===== src/hw/tcc_consts.vh =====
// Constants for the timer channel control block: offsets, fields, codes.
// Assumes inclusion by bare name from the design files of this block.
`ifndef TCC_CONSTS_VH
`define TCC_CONSTS_VH

// ****************************************************************
// Register byte offsets
// ****************************************************************
`define TCC_ADR_CTRL0 8'h00
`define TCC_ADR_CTRL1 8'h04
`define TCC_ADR_EXTCFG 8'h08
`define TCC_ADR_CNT0 8'h0c
`define TCC_ADR_CNT1 8'h10

// ****************************************************************
// Reset values
// ****************************************************************
`define TCC_CTRL_RST 8'h00
`define TCC_EXTCFG_RST 5'h10
`define TCC_CNT_RST 16'h0000

// ****************************************************************
// Field positions
// ****************************************************************
`define TCC_SRC_MSB 2
`define TCC_SRC_LSB 0
`define TCC_EDGE_MSB 4
`define TCC_EDGE_LSB 3
`define TCC_CLR_MSB 7
`define TCC_CLR_LSB 5
`define TCC_CFG_CHOICE0 0
`define TCC_CFG_CHOICE1 1
`define TCC_CFG_EXT_EN 2
`define TCC_CFG_SYNC 3
`define TCC_CFG_TMODE 4

// ****************************************************************
// Field codes
// ****************************************************************
`define TCC_SRC_F1 3'h0
`define TCC_SRC_F2 3'h1
`define TCC_SRC_F4 3'h2
`define TCC_SRC_F8 3'h3
`define TCC_SRC_F32 3'h4
`define TCC_SRC_EXT 3'h5
`define TCC_SRC_OSC40 3'h6
`define TCC_SRC_FAST 3'h7
`define TCC_EDGE_RISE 2'h0
`define TCC_EDGE_FALL 2'h1
`define TCC_EDGE_BOTH 2'h2
`define TCC_CLR_NONE 3'h0
`define TCC_CLR_A 3'h1
`define TCC_CLR_B 3'h2
`define TCC_CLR_SYNC 3'h3
`define TCC_CLR_C 3'h5
`define TCC_CLR_D 3'h6

// ****************************************************************
// Prescaler tick masks on the free divider
// ****************************************************************
`define TCC_DIV_W 5
`define TCC_DIV2_MASK 5'h01
`define TCC_DIV4_MASK 5'h03
`define TCC_DIV8_MASK 5'h07
`define TCC_DIV32_MASK 5'h1f

`endif


===== src/hw/tcc_src_sel.v =====
// Count source and external edge selector for one timer channel.
// Assumes all tick inputs are one-cycle pulses on core_clk_i.
`timescale 1ns/100ps
`default_nettype none
`include "tcc_consts.vh"

module tcc_src_sel (
  // Prescaled ticks: f1, f2, f4, f8, f32
  input wire [4:0] pre_tick_i,
  // Synchronised edge pulses
  input wire ext_rise_i,
  input wire ext_fall_i,
  input wire alt_rise_i,
  input wire osc40_rise_i,
  input wire fast_rise_i,
  // Control fields
  input wire [2:0] src_sel_i,
  input wire [1:0] edge_sel_i,
  input wire clock_input_choice_i,
  input wire ext_input_enable_i,
  input wire timer_mode_i,
  // Result
  output reg count_tick_o
);

  reg ext_tick;

  // Edge choice for the pin; code 11 never counts
  always @* begin
    case (edge_sel_i)
      `TCC_EDGE_RISE: ext_tick = ext_rise_i;
      `TCC_EDGE_FALL: ext_tick = ext_fall_i;
      `TCC_EDGE_BOTH: ext_tick = ext_rise_i | ext_fall_i;
      default: ext_tick = 1'b0;
    endcase
  end

  // Source mux; pin and alternate clock share one code
  always @* begin
    case (src_sel_i)
      `TCC_SRC_F1: count_tick_o = pre_tick_i[0];
      `TCC_SRC_F2: count_tick_o = pre_tick_i[1];
      `TCC_SRC_F4: count_tick_o = pre_tick_i[2];
      `TCC_SRC_F8: count_tick_o = pre_tick_i[3];
      `TCC_SRC_F32: count_tick_o = pre_tick_i[4];
      `TCC_SRC_EXT: begin
        if (!clock_input_choice_i)
          count_tick_o = ext_input_enable_i & ext_tick;
        else
          count_tick_o = timer_mode_i & alt_rise_i;
      end
      `TCC_SRC_OSC40: count_tick_o = osc40_rise_i;
      `TCC_SRC_FAST: count_tick_o = fast_rise_i;
      default: count_tick_o = 1'b0;
    endcase
  end

endmodule // tcc_src_sel
`default_nettype wire


===== src/hw/tcc_timer_ctrl.v =====
// Two-channel timer control: registers, count source, counter clear.
// Assumes a classic Wishbone master on core_clk_i and compare match
// pulses from outside compare logic on the same clock.
//
// The address map and the Wishbone interface to the registers were chosen for this implementation.
`timescale 1ns/100ps
`default_nettype none
`include "tcc_consts.vh"

module tcc_timer_ctrl (
  // Clock and reset
  input wire core_clk_i,
  input wire rst_i,
  // Wishbone slave
  input wire wb_cyc_i,
  input wire wb_stb_i,
  input wire wb_we_i,
  input wire [7:0] wb_adr_i,
  input wire [3:0] wb_sel_i,
  input wire [31:0] wb_dat_i,
  output reg [31:0] wb_dat_o,
  output reg wb_ack_o,
  // Asynchronous clock sources
  input wire ext_count_clock_pin_i,
  input wire alt_internal_clock_i,
  input wire osc_40m_clock_i,
  input wire fast_osc_clock_i,
  // Compare match pulses, bit i is channel i
  input wire [1:0] match_a_i,
  input wire [1:0] match_b_i,
  input wire [1:0] match_c_i,
  input wire [1:0] match_d_i,
  // Counter state
  output reg [15:0] channel_counter0_o,
  output reg [15:0] channel_counter1_o,
  output reg [1:0] counter_clear_o
);

  // ****************************************************************
  // Decoding helpers
  // ****************************************************************

  // Clear request from a channel's own compare matches
  function own_clear;
    input [2:0] code;
    input ma;
    input mb;
    input mc;
    input md;
    begin
      case (code)
        `TCC_CLR_NONE: own_clear = 1'b0;
        `TCC_CLR_A: own_clear = ma;
        `TCC_CLR_B: own_clear = mb;
        `TCC_CLR_C: own_clear = mc;
        `TCC_CLR_D: own_clear = md;
        // Reserved codes never clear, so a stray write is harmless
        default: own_clear = 1'b0;
      endcase
    end
  endfunction

  // Word-aligned address match
  function adr_hit;
    input [7:0] adr;
    input [7:0] offs;
    begin
      adr_hit = ({adr[7:2], 2'b00} == offs);
    end
  endfunction

  // ****************************************************************
  // Register storage
  // ****************************************************************
  reg [7:0] ctrl_reg [0:1];
  reg [4:0] extcfg_reg;
  reg [15:0] cnt_reg [0:1];
  reg [`TCC_DIV_W-1:0] div_reg;
  reg [3:0] sync1_reg;
  reg [3:0] sync2_reg;
  reg [3:0] sync3_reg;

  wire bus_req;
  wire bus_wr;
  wire wr_lane0;
  reg [31:0] rd_data;

  // A new request is one not yet answered; ack drops next cycle
  assign bus_req = wb_cyc_i & wb_stb_i & ~wb_ack_o;
  assign bus_wr = bus_req & wb_we_i;
  // Control registers are 8 bits wide and live in lane 0
  assign wr_lane0 = bus_wr & wb_sel_i[0];

  // ****************************************************************
  // Wishbone answer
  // ****************************************************************

  // Read mux; unmapped offsets answer zero rather than hang the bus
  always @* begin
    rd_data = 32'h00000000;
    if (adr_hit(wb_adr_i, `TCC_ADR_CTRL0))
      rd_data = {24'h000000, ctrl_reg[0]};
    else if (adr_hit(wb_adr_i, `TCC_ADR_CTRL1))
      rd_data = {24'h000000, ctrl_reg[1]};
    else if (adr_hit(wb_adr_i, `TCC_ADR_EXTCFG))
      rd_data = {27'h0000000, extcfg_reg};
    else if (adr_hit(wb_adr_i, `TCC_ADR_CNT0))
      rd_data = {16'h0000, cnt_reg[0]};
    else if (adr_hit(wb_adr_i, `TCC_ADR_CNT1))
      rd_data = {16'h0000, cnt_reg[1]};
  end

  // One-cycle ack; data is latched with it so it stands stable
  always @(posedge core_clk_i) begin
    if (rst_i) begin
      wb_ack_o <= 1'b0;
      wb_dat_o <= 32'h00000000;
    end else begin
      wb_ack_o <= bus_req;
      if (bus_req)
        wb_dat_o <= rd_data;
    end
  end

  // ****************************************************************
  // Software writes
  // ****************************************************************

  // Control and configuration registers; counters are read-only
  always @(posedge core_clk_i) begin
    if (rst_i) begin
      ctrl_reg[0] <= `TCC_CTRL_RST;
      ctrl_reg[1] <= `TCC_CTRL_RST;
      extcfg_reg <= `TCC_EXTCFG_RST;
    end else if (wr_lane0) begin
      if (adr_hit(wb_adr_i, `TCC_ADR_CTRL0))
        ctrl_reg[0] <= wb_dat_i[7:0];
      if (adr_hit(wb_adr_i, `TCC_ADR_CTRL1))
        ctrl_reg[1] <= wb_dat_i[7:0];
      if (adr_hit(wb_adr_i, `TCC_ADR_EXTCFG))
        extcfg_reg <= wb_dat_i[4:0];
    end
  end

  // ****************************************************************
  // Prescaler
  // ****************************************************************

  // Free divider; a tick fires when the low bits are all ones.
  // Sharing one divider keeps all prescaled ticks phase aligned.
  always @(posedge core_clk_i) begin
    if (rst_i)
      div_reg <= {`TCC_DIV_W{1'b0}};
    else
      div_reg <= div_reg + 1'b1;
  end

  wire [4:0] pre_tick;

  assign pre_tick[0] = 1'b1;
  assign pre_tick[1] = &(div_reg | ~`TCC_DIV2_MASK);
  assign pre_tick[2] = &(div_reg | ~`TCC_DIV4_MASK);
  assign pre_tick[3] = &(div_reg | ~`TCC_DIV8_MASK);
  assign pre_tick[4] = &(div_reg | ~`TCC_DIV32_MASK);

  // ****************************************************************
  // Input synchronisers
  // ****************************************************************

  // Two flops before any use, a third only for edge detection.
  // Sources near or above half of core_clk_i alias; that is a
  // limitation of sampling rather than a separate clock domain.
  wire [3:0] async_in;

  assign async_in = {fast_osc_clock_i, osc_40m_clock_i,
                     alt_internal_clock_i, ext_count_clock_pin_i};

  always @(posedge core_clk_i) begin
    if (rst_i) begin
      sync1_reg <= 4'h0;
      sync2_reg <= 4'h0;
      sync3_reg <= 4'h0;
    end else begin
      sync1_reg <= async_in;
      sync2_reg <= sync1_reg;
      sync3_reg <= sync2_reg;
    end
  end

  wire [3:0] rise;
  wire [3:0] fall;

  assign rise = sync2_reg & ~sync3_reg;
  assign fall = ~sync2_reg & sync3_reg;

  // ****************************************************************
  // Per-channel source selection and clear decode
  // ****************************************************************
  wire [1:0] count_tick;
  wire [1:0] clr_own;
  wire [1:0] clr_all;
  wire sync_en;

  assign sync_en = extcfg_reg[`TCC_CFG_SYNC];

  genvar g;
  generate
    for (g = 0; g < 2; g = g + 1) begin : gen_ch
      wire [2:0] clr_code;

      assign clr_code = ctrl_reg[g][`TCC_CLR_MSB:`TCC_CLR_LSB];

      tcc_src_sel u_src (
        .pre_tick_i(pre_tick),
        .ext_rise_i(rise[0]),
        .ext_fall_i(fall[0]),
        .alt_rise_i(rise[1]),
        .osc40_rise_i(rise[2]),
        .fast_rise_i(rise[3]),
        .src_sel_i(ctrl_reg[g][`TCC_SRC_MSB:`TCC_SRC_LSB]),
        .edge_sel_i(ctrl_reg[g][`TCC_EDGE_MSB:`TCC_EDGE_LSB]),
        .clock_input_choice_i(extcfg_reg[`TCC_CFG_CHOICE0 + g]),
        .ext_input_enable_i(extcfg_reg[`TCC_CFG_EXT_EN]),
        .timer_mode_i(extcfg_reg[`TCC_CFG_TMODE]),
        .count_tick_o(count_tick[g])
      );

      // Own compare clear for this channel
      assign clr_own[g] = own_clear(clr_code, match_a_i[g],
                                    match_b_i[g], match_c_i[g],
                                    match_d_i[g]);

      // Follow the other channel's clear only in sync operation.
      // Both channels on the sync code have no cause and never clear.
      assign clr_all[g] = clr_own[g] |
                          (sync_en & (clr_code == `TCC_CLR_SYNC) &
                           clr_own[1-g]);
    end
  endgenerate

  // ****************************************************************
  // Counters
  // ****************************************************************

  // Clear beats a tick in the same cycle; counting resumes from zero
  // on the next tick of the selected source.
  integer i;
  always @(posedge core_clk_i) begin
    if (rst_i) begin
      for (i = 0; i < 2; i = i + 1)
        cnt_reg[i] <= `TCC_CNT_RST;
    end else begin
      for (i = 0; i < 2; i = i + 1) begin
        if (clr_all[i])
          cnt_reg[i] <= `TCC_CNT_RST;
        else if (count_tick[i])
          cnt_reg[i] <= cnt_reg[i] + 16'h0001;
      end
    end
  end

  // ****************************************************************
  // Registered outputs
  // ****************************************************************

  // Mirrors lag the counters by one cycle so outputs come from flops
  always @(posedge core_clk_i) begin
    if (rst_i) begin
      channel_counter0_o <= `TCC_CNT_RST;
      channel_counter1_o <= `TCC_CNT_RST;
      counter_clear_o <= 2'h0;
    end else begin
      channel_counter0_o <= cnt_reg[0];
      channel_counter1_o <= cnt_reg[1];
      counter_clear_o <= clr_all;
    end
  end

endmodule // tcc_timer_ctrl
`default_nettype wire


===== config.mk =====
export PLATFORM = sky130hd
export DESIGN_NAME = tcc_timer_ctrl
export DESIGN_NICKNAME = d
export VERILOG_FILES = /design/src/hw/tcc_src_sel.v /design/src/hw/tcc_timer_ctrl.v
export VERILOG_INCLUDE_DIRS = /design/src /design/src/hw
export SDC_FILE = /design/constraint.sdc
export NUM_CORES = 1
export LEC_CHECK = 0
export ABC_AREA = 1
export BUFFER_PORTS_ARGS = -buffer_cell sky130_fd_sc_hd__buf_2
export CAP_MARGIN = 10
export CORE_UTILIZATION = 45
export CTS_CLUSTER_DIAMETER = 120
export DETAILED_ROUTE_END_ITERATION = 8
export GPL_TIMING_DRIVEN = 0
export HOLD_SLACK_MARGIN = 0.1
export PLACE_DENSITY_LB_ADDON = 0.12
export SETUP_SLACK_MARGIN = 0.4
export SLEW_MARGIN = 20
export SYNTH_ARGS = -nofsm -noshare
export SYNTH_HDL_FRONTEND = slang
export SYNTH_HIERARCHICAL = 1
export SYNTH_SLANG_ARGS = --single-unit
export TNS_END_PERCENT = 30

===== constraint.sdc =====
create_clock -name core_clk_i -period 2.9 [get_ports core_clk_i]
set_input_delay 0.58 -clock core_clk_i [delete_from_list [all_inputs] [get_ports core_clk_i]]
set_output_delay 0.58 -clock core_clk_i [all_outputs]
set_load 0.02 [all_outputs]

== Word-level counts from Yosys, hierarchy flattened ==
Memory sizes are Yosys's and may differ from the RTL's.
Cells that the tools add are included.
Storage, ports and cells
  bits in registers: 89
  RAM bits: 48
  word-level logic and storage cells: 124
  memories: 2
Memory list
  cnt_reg: words 2, width 16, rd ports 2, clocked after memory_dff 0, wr ports 2, RTL line tcc_timer_ctrl.v:77  | reg [15:0] cnt_reg [0:1];
  ctrl_reg: words 2, width 8, rd ports 2, clocked after memory_dff 0, wr ports 2, RTL line tcc_timer_ctrl.v:75  | reg [7:0] ctrl_reg [0:1];
Operators by class
  add/subtract/negate cells: 3
  eq/ne operators: 32
  multiplexer cells: 43
  bitwise logic cells: 25
  reduce and logical (&&, ||, !) cells: 9
Operators with widths (number)
  2-to-1 mux 16 bit: 8
  == test 3 bit, second input constant: 12
  adder 16 x 1 -> 16 bit, second input constant: 2
  2-to-1 mux 32 bit: 1
  2-to-1 mux 1 bit: 26
  == test 3 x 2 -> 1 bit, second input constant: 8
  2-to-1 mux 8 bit: 2
  case mux 1 bit (8 select lines): 2
  bitwise AND 1 bit: 12
  == test 3 x 1 -> 1 bit, second input constant: 4
  == test 6 x 2 -> 1 bit, second input constant: 2
  OR 1 bit: 9
  case mux 1 bit (4 select lines): 2
  == test 6 x 1 -> 1 bit, second input constant: 1
  == test 6 x 3 -> 1 bit, second input constant: 1
  logical NOT 3 bit: 2
  logical NOT 6 bit: 1
  case mux 1 bit (3 select lines): 2
  adder 5 x 1 -> 5 bit, second input constant: 1
  AND reduction 5 bit: 1
  bitwise AND 4 bit: 1
  == test 2 x 1 -> 1 bit, second input constant: 2
  == test 2 bit, second input constant: 2
  logical NOT 2 bit: 2
  4 further kinds: 6

== Logic depth before layout (Yosys ltp) ==
Gate-level depths: netlist (run 1).
  word-level depth: 12
  gate-level depth with buffers: 13

== By module ==
The synthesis (run 1) kept the hierarchy.
By module, submodules not included
  tcc_timer_ctrl: times used 1, cells an instance 611, area each 5312.6 µm², sequential area each 2902.8 µm²
  tcc_src_sel: times used 2, cells an instance 33, area each 148.9 µm², sequential area each 0.0 µm²

== Worst setup path after synthesis (run 1) ==
OpenSTA, ideal clock, no wires.
  kind: register to register
  start point: reg div_reg[0]
  end point: mem cnt_reg[1][0], enable pin
  setup time: 0.416 ns
  data arrival time: 1.649 ns
  required time: 2.484 ns
  path slack: 0.835 ns
  stages on the path, launching flop included: 13
  buffers on the path: 0
  period minus slack after synthesis: 2.065 ns
  path through: dfxtp_1 > ha_1 > nand2_1 > nor2_1 > ha_1 > nor2_1 > nor2_1 > nand2_1 > nand2_1 > nand2_1 > nand2_1 > nor2_1 > nand3_1
RTL lines
  from (decl): RTL line tcc_timer_ctrl.v:78  | reg [`TCC_DIV_W-1:0] div_reg;
  from (signal assigned): RTL line tcc_timer_ctrl.v:153  | div_reg <= {`TCC_DIV_W{1'b0}};
  from (signal assigned): RTL line tcc_timer_ctrl.v:155  | div_reg <= div_reg + 1'b1;
  to (decl): RTL line tcc_timer_ctrl.v:77

==> results of run 1 <==
-- kinds of logic (layout without fill, tap and decap cells) --
| family | Yosys count | count (layout) |
|---|---|---|
| other | 2 | 18 |
| buffers and inverters | 141 | 254 |
| adders and majority gates | 5 | 5 |
| AOI/OAI and AO/OA | 60 | 60 |
| DFF | 121 | 121 |
| and+or+nand+nor | 321 | 321 |
| xor gates and xnor gates | 27 | 27 |
-- cell type report --
type	count	area, um^2
buffer	32	200.2
clock buffer	23	510.5
clock inverter	9	58.81
fill	1122	5196
inverter	109	411.6
multi-input combinational	431	2166
sequential	121	2903
tap	168	210.2
timing repair buffer	81	405.4
-- cells in the final DEF (no fill, tap or decap), types with 2 or more instances in the layout --
master and n:
a21oi_1 31, a21oi_2 2, buf_2 85, buf_4 18
clkbuf_1 11, clkbuf_16 19, clkbuf_8 2, clkinv_2 5
clkinv_4 2, conb_1 18, dfxtp_1 73, edfxtp_1 48
ha_1 5, inv_1 100, inv_2 7, inv_4 3
nand2_1 98, nand2_2 3, nand3_1 40, nand3_2 7
nand4_1 9, nand4_2 2, nor2_1 138, nor2_2 10
nor2_4 4, nor3_1 6, nor3_4 2, o211ai_1 11
o21ai_0 5, o21ai_1 2, o22ai_1 8, xnor2_1 2
xor2_1 25
-- layer usage --
metal | wire length [um] | up-vias
met1 | 5789 | 2086
met2 | 6299 | 128
met4 | 216 | 0
met5 | 0 | -
met3 | 626 | 15
li1 | - | 2337
-- power by group --
part	switching (W)	total [W]	internal, W
Clock	0.000748	0.00199	0.00124
Combinational	0.000260	0.000379	0.000119
Sequential	0.0000576	0.00192	0.00186
-- critical path, cell delays in order, from the launching register on --
cell and delay, ps:
dfxtp_1 350, ha_1 270, nand2_1 80, nor2_1 40, ha_1 190, nor2_1 90, nor2_1 40, nand2_1 70
nand2_1 50, nand2_1 50, nand2_1 100, nor2_1 140, nand3_2 370
-- metrics by stage --
| stage | cell area, um^2 | utilization [%] |
|---|---|---|
| finish | 6865 | 56.92 |
| global route | 6865 | 56.92 |
| CTS | 6860 | 56.88 |
| detailed placement | 6286 | 52.12 |
| global placement | 6286 | 52.12 |
| floorplan | 5670 | - |
-- final timing paths --
path / start / end / slack (ps) / depth (start not counted)
setup / recovery: div_reg[0]$_SDFF_PP0_ / cnt_reg[0][12]$_SDFFCE_PN0P_ / 650 / 12
hold reg to reg: sync1_reg[2]$_SDFF_PP0_ / sync2_reg[2]$_SDFF_PP0_ / 400 / 2
setup reg to reg: div_reg[0]$_SDFF_PP0_ / cnt_reg[0][12]$_SDFFCE_PN0P_ / 650 / 12
hold / removal: ext_count_clock_pin_i / sync1_reg[0]$_SDFF_PP0_ / 360 / 3
==> results_dict.tcl, run 1 <==
set metrics [dict create \
    synth_cell_types 33 \
    dieArea_mm2 0.01292 \
    root_buffer "clkbuf_16" \
    finalPower_w 0.004283 \
    synthTopCellsByCount "138 x nor2_1, 100 x inv_1, 98 x nand2_1" \
    dr.pass1.iters 5 \
    cts_resized 1 \
    crit_path_end_kind "flop" \
    post-route-drc-count 0 \
    syn2layout_area_growth_pct 22.37 \
    final-setup-viol-count 0 \
    totalWireLength_um 12930 \
    async_reset_ff_share_pct 0 \
    yosysMostFrequentCell "nor2_1" \
    grt.overflow.total 0 \
    finalSetupTns_ps 0 \
    dp_slack_ps 362.0 \
    min_path_type "input pin to flop" \
    clock_latency_ps 420 \
    num_vias 4566 \
    relSlewSlack_pct 61.15 \
    synth_compound_area_share_pct 6.334 \
    worst_slack_ps 651.6 \
    finalNetCount 859 \
    routabilityCongestion 0.8805 \
    grt.met2_usage_pct 35.81 \
    use_met1_pct 26.34 \
    synth_mux_area_share_pct 0 \
    worstPathRequired_ps 2930 \
    start_kind "flop" \
    status "finished, final reports clean" \
    dp_hpwl_um 9777 \
    final_max_slew_viol_count 0 \
    hold_ws_ps 362.9 \
    synth_area_mm2 0.005610 \
    fin_cells 974 \
    ctsHoldBuffers 0 \
    num_io_pins 128 \
    ys_ff_latch 121 \
    tightestPinTransition_ps 582.8 \
    p_leak_nw 3.130 \
    drive_gt1_share_pct 21.71 \
    synthAdderAreaFrac_pct 1.115 \
    wire_per_inst_um 13.28 \
    post-route-period-util_pct 77.53 \
    start_util_pct 46.51 \
    synth-edff-count 48 \
    synth_simple_gate_area_share_pct 25.56 \
    skew_ps 9.369 \
    grt_use_met3_pct 5.739 \
    synth_top_family_by_area "simple AND/OR/NAND/NOR gates" \
    postCtsSetupRepairBufs 0 \
    yosys-top-cells-area "dfxtp_1 26%, edfxtp_1 26%, nor2_1 9.2%" \
    cts_tree "built" \
    path_class "flop to flop" \
    syn_area_per_cell_um2 8.287 \
    cap_violations 0 \
    dp.cells 942 \
    antenna_cells 0 \
    grt_pass1_wl_um 20940 \
    yosysSeqAreaShare_pct 51.74 \
    core_area_mm2 0.01206 \
    drtAntennaViolNets 0 \
    cts.clk_slew.worst_paths_ps 60 \
    die_x_um 113.7 \
    grt_pass1_vias 4380 \
    dr.first_iter.drc_count 239 \
    clockBufferDepth 2 \
    ir_drop_mv 0.4003 \
    fin_crit_ps 2248 \
    clock.fmax_ghz 0.4448 \
    io_buffer_count 81 \
    ys.flop_type "dfxtp_1" \
    cp.arrival_ps 2280 \
    rsz0062_at_grt "false" \
    synth-xor-area-share_pct 4.215 \
    yosys.area.top_type "dfxtp_1" \
    die_h_um 113.7 \
    busiest_layer "met2" \
    clock_sinks 121 \
    syn_inst 677 \
    antenna_found_initial 0 \
    viasPerCell 4.688 \
    synth_top_area_share_pct 26.05 \
    cts_inserted_buffers 17 \
    worstPathMaxFanout 16 \
    largest_register_ffs 32 \
    hold_viol 0 \
    htreeDepth 4 \
    power.density_mw_per_mm2 623.9 \
    grt_start_max_net_pins 17 \
    ys_warn_count 6 \
    fp-row-count 40 \
    globalRouteTotalUtil_pct 21.47 \
]
Power figures use the tool's default switching activity.
==> inputs of run 2 (changes only) <==
clock period = 2 ns   (was 2.9 ns; I/O delays follow)
==> results_dict.tcl, run 2 (same netlist as run 1, synthesis figures left out) <==
set metrics [dict create \
    relSlewSlack_pct 56.36 \
    worstPathRequired_ps 2280 \
    die_h_um 113.7 \
    grt_start_max_net_pins 17 \
    power_frac_seq_pct 42.9 \
    fin_crit_ps 1872 \
    hold_viol 0 \
    cts_inserted_buffers 17 \
    core_area_mm2 0.01206 \
    finalNetCount 873 \
    power.density_mw_per_mm2 900.3 \
    reg2regPathDepth 13 \
    dp.cells 942 \
    min-delay-start "osc_40m_clock_i" \
    cts_tree "built" \
    grt.overflow.total 0 \
    r2r_setup_slack_ps 130 \
    post-route-period-util_pct 93.62 \
    final-setup-viol-count 0 \
    skew_ps 6.601 \
    viasPerCell 4.782 \
    io_buffer_count 81 \
    cts.clk_slew.worst_paths_ps 50 \
    num_vias 4725 \
    root_buffer "clkbuf_16" \
    fin_cells 988 \
    fp-row-count 40 \
    status "finished, final reports clean" \
    start_util_pct 46.51 \
    p_leak_nw 3.217 \
    drtAntennaViolNets 0 \
    cp.arrival_ps 2160 \
    min_path_type "input pin to flop" \
    final_max_slew_viol_count 0 \
    num_io_pins 128 \
    drive_gt1_share_pct 25.73 \
    intPower_w 0.004914 \
    mostFrequentLayoutCells "124 x nor2_1, 100 x inv_1, 94 x nand2_1" \
    dr.pass1.iters 5 \
    start_kind "flop" \
    crit_end "cnt_reg[0][10]$_SDFFCE_PN0P_" \
    crit-reg2reg-capture "cnt_reg[0][10]$_SDFFCE_PN0P_" \
    wire_per_inst_um 13.78 \
    timing.rr.start "div_reg[1]$_SDFF_PP0_" \
    clock_latency_ps 420 \
    routabilityCongestion 0.9085 \
    final_util_pct 59.82 \
    hold_ws_ps 175.5 \
    antenna_found_initial 0 \
    path_class "flop to flop" \
    power_frac_clock_pct 47.4 \
    startpoint "div_reg[1]$_SDFF_PP0_" \
    dieArea_mm2 0.01292 \
    totalWireLength_um 13620 \
    rsz0062_at_grt "true" \
    post-route-drc-count 0 \
    clockBufferDepth 2 \
    cap_violations 0 \
    clock_sinks 121 \
    power_frac_comb_pct 9.7 \
    dr.first_iter.drc_count 250 \
    globalRouteTotalUtil_pct 22.20 \
    syn2layout_area_growth_pct 28.61 \
    largest_register_ffs 32 \
    swShare_pct 24.35 \
    htreeDepth 4 \
    clock.fmax_ghz 0.5341 \
    fill_cells 1096 \
    worstPathMaxFanout 6 \
    final_common_cell "nor2_1" \
    die_x_um 113.7 \
    dp_hpwl_um 9878 \
    grt_pass1_wl_um 21390 \
    dp_slack_ps -77.57 \
    crit_path_end_kind "flop" \
    switchingPower_w 0.001582 \
    grt_pass1_vias 4381 \
    antenna_cells 0 \
    ctsHoldBuffers 0 \
    worst_slack_ps 127.6 \
    ir_drop_mv 0.4922 \
    tightestPinTransition_ps 654.6 \
]
run 2: final cells by class:
class | instances | area [um^2] | area share [%]
multi-input cells | 433 | 2349 | 32.55
inverters | 109 | 411.6 | 5.705
well taps | 168 | 210.2 | 2.913
flip-flops and latches | 121 | 2908 | 40.30
plain buffers | 32 | 211.5 | 2.930
clock inverters | 10 | 112.6 | 1.561
repair buffers | 93 | 516.7 | 7.161
clock buffers | 22 | 496.7 | 6.884
run 2: power groups by stage:
stage	clock, W	combinational (W)	sequential [W]
global route	0.00322	0.000692	0.00280
floorplan	0	0.000348	0.00287
finish	0.00308	0.000629	0.00279
detailed placement	0	0.000569	0.00284
global placement	0	0.000560	0.00283
CTS	0.00314	0.000605	0.00278
run 2: worst max-delay path: stages, from the launching register on:
cell	delay, ps
dfxtp_2	360
ha_4	150
nand2_2	50
nor2_2	110
ha_2	180
nor2_1	40
nor2_1	90
nand2_1	60
nand2_1	60
nand2_2	60
nand2_4	100
nand4_4	180
clkbuf_16	220
nor2_1	70
run 2: worst min-delay path by stage:
stage                              end  slack, ps  cells past startpoint
2_1_floorplan  sync2_reg[0]$_SDFF_PP0_        390                      2
3_3_place_gp   sync2_reg[2]$_SDFF_PP0_        390                      2
3_5_place_dp   sync2_reg[3]$_SDFF_PP0_        400                      2
4_1_cts        sync1_reg[1]$_SDFF_PP0_        160                      3
5_1_grt        sync1_reg[1]$_SDFF_PP0_        180                      3
6_report       sync1_reg[2]$_SDFF_PP0_        180                      3
run 2: repair_timing:
action | 4_1_cts | 5_1_grt
gates resized for setup | 8 | 27
pin swaps | 0 | 12
endpoints found under the setup margin | 80 | 98
setup buffers | 3 | 7
gates cloned | 3 | 1
run 2: per-layer routing:
metal  vias up  global-route usage, %  part of all wire [%]
li1       2384                      -                     -
met1      2173                  26.49                    44
met2       144                  37.85                    49
met3        24                  5.579                   4.9
met4         0                  9.825                   2.0
met5         -                      0                     0
run 2: through the flow:
stage | instance area [um^2] | TNS (ps) | power, W
floorplan | 5742 | 0 | 0.003213
detailed placement | 6357 | -1873 | 0.003405
finish | 7216 | 0 | 0.006496
CTS | 7074 | 0 | 0.006525
global route | 7216 | 0 | 0.006712
global placement | 6357 | -1355 | 0.003392
==> inputs of run 3 (changes only) <==
CORE_ASPECT_RATIO = 1.1   (was unset)
==> results_dict.tcl, run 3 (same netlist as run 1, synthesis figures left out) <==
set metrics [dict create \
    status "finished, final reports clean" \
    wire_per_inst_um 13.97 \
    worstPathRequired_ps 2160 \
    post-route-drc-count 0 \
    cp.arrival_ps 2060 \
    die_h_um 119.1 \
    tightestPinTransition_ps 672.1 \
    dp.cells 928 \
    num_io_pins 128 \
    mostFrequentLayoutCells "117 x nor2_1, 100 x inv_1, 95 x nand2_1" \
    clock_sinks 121 \
    fp-row-count 42 \
    rsz0062_at_grt "true" \
    io_buffer_count 81 \
    min-delay-start "ext_count_clock_pin_i" \
    post-route-period-util_pct 95.25 \
    dr.first_iter.drc_count 220 \
    finalSetupTns_ps 0 \
    ctsHoldBuffers 0 \
    finalNetCount 870 \
    antenna_found_initial 0 \
    crit_path_end_kind "flop" \
    timing.rr.start "ctrl_reg[0][14]$_DFFE_PP_" \
    start_util_pct 46.42 \
    routabilityCongestion 0.8922 \
    drtAntennaViolNets 0 \
    grt_pass1_vias 4447 \
    path_class "flop to flop" \
    final_max_slew_viol_count 0 \
    core_area_mm2 0.01209 \
    viasPerCell 4.858 \
    r2r_setup_slack_ps 100 \
    relSlewSlack_pct 55.19 \
    p_leak_nw 3.197 \
    crit_buf_inv 1 \
    cap_violations 0 \
    cp_top_family "simple AND/OR/NAND/NOR gates" \
    cts_inserted_buffers 17 \
    grt_pass1_wl_um 21310 \
    cp_cell_sequence "o211ai_1 > nand4_1 > nand4_4 > clkbuf_16 > nor2_4" \
    dr.pass1.iters 5 \
    drive_gt1_share_pct 26.19 \
    fin_crit_ps 1905 \
    dieArea_mm2 0.01292 \
    cp_slowest_stage_delay_ps 470 \
    clock_latency_ps 420 \
    htreeDepth 4 \
    power.density_mw_per_mm2 881.4 \
    crit-reg2reg-capture "cnt_reg[0][9]$_SDFFCE_PN0P_" \
    crit_path_top_delay_cell "edfxtp_1" \
    largest_register_ffs 32 \
    dp_hpwl_um 9936 \
    clockBufferDepth 2 \
    skew_ps 12.68 \
    final_common_cell "nor2_1" \
    min_path_type "input pin to flop" \
    totalWireLength_um 13570 \
    grt.overflow.total 0 \
    hold_path_depth 3 \
    globalRouteTotalUtil_pct 22.10 \
    hold_viol 0 \
    fin_cells 971 \
    clock.fmax_ghz 0.5249 \
    syn2layout_area_growth_pct 28.03 \
    reg2regPathDepth 5 \
    final-setup-viol-count 0 \
    start_kind "flop" \
    grt_start_max_net_pins 17 \
    ir_drop_mv 0.5222 \
    cts.clk_slew.worst_paths_ps 60 \
    die_x_um 108.5 \
    num_vias 4717 \
    hold_end "sync1_reg[0]$_SDFF_PP0_" \
    cts_tree "built" \
    antenna_cells 0 \
    root_buffer "clkbuf_16" \
    worstPathMaxFanout 6 \
]
-- run 3: cell types whose count changed in the layout (fill, tap and decap cells not counted), moves of 2 or more --
cell / before / now
buf_4: 26 / 22
nor2_1: 124 / 117
nor2_2: 15 / 17
bufinv_16: 2 / 0
nor2_4: 13 / 18
inv_4: 0 / 3
-- run 3: tightest hold or removal path: stages --
cell and delay (ps):
buf_2 70, inv_1 30, nor2_1 60
-- run 3: worst max path at each step --
stage,slack [ps],from,endpoint,cells after the start
floorplan,300,div_reg[0]$_SDFF_PP0_,cnt_reg[1][0]$_SDFFCE_PN0P_,12
global placement,-60,rst_i,cnt_reg[0][8]$_SDFFCE_PN0P_,4
detailed placement,-70,rst_i,cnt_reg[0][10]$_SDFFCE_PN0P_,4
CTS,100,div_reg[0]$_SDFF_PP0_,cnt_reg[0][0]$_SDFFCE_PN0P_,13
global route,-1,div_reg[1]$_SDFF_PP0_,cnt_reg[0][7]$_SDFFCE_PN0P_,13
finish,100,ctrl_reg[0][14]$_DFFE_PP_,cnt_reg[0][9]$_SDFFCE_PN0P_,5
-- run 3: cell type report --
cell class	instances	area (um^2)
fill	1065	4903
multi-input combinational	433	2384
clock buffer	23	521.8
timing repair buffer	90	498.0
buffer	32	211.5
clock inverter	9	56.30
inverter	109	411.6
sequential	121	2908
tap	154	192.7
-- run 3: layer usage --
layer  part of all wire [%]  vias to the layer above  wire length, um  GRT usage (%)
met5                      0                        -                0              0
met2                     51                      160             6983          38.41
met3                    5.9                       21              798          5.309
li1                       -                     2382                -              -
met4                    2.2                        0              304          9.628
met1                     40                     2154             5479          25.43
-- run 3: metrics by stage --
stage / hold WS (ps) / setup slack (ps) / power (W) / utilization (%) / instance area [um^2]
after global placement: 389.6 / -60.10 / 0.003392 / 52.45 / 6340
after floorplan: 388.3 / 303.1 / 0.003213 / - / 5742
after detailed placement: 395.7 / -66.12 / 0.003402 / 52.45 / 6340
after CTS: 171.1 / 101.0 / 0.006336 / 58.32 / 7049
final: 181.3 / 95.02 / 0.006331 / 59.43 / 7183
after global routing: 182.6 / -1.118 / 0.006567 / 59.43 / 7183
-- run 3: power by group --
part,internal [W],switching (W)
Clock,0.00183,0.00107
Combinational,0.000210,0.000430
Sequential,0.00270,0.0000845
-- run 3: what timing repair did --
| action | CTS | global route |
|---|---|---|
| endpoints found under the setup margin | 80 | 92 |
| endpoints found under the hold margin | 0 | 0 |
| gates resized for setup | 13 | 32 |
| buffers inserted | 4 | 3 |
| pin swaps | 6 | 6 |
| cloned | 4 | 0 |
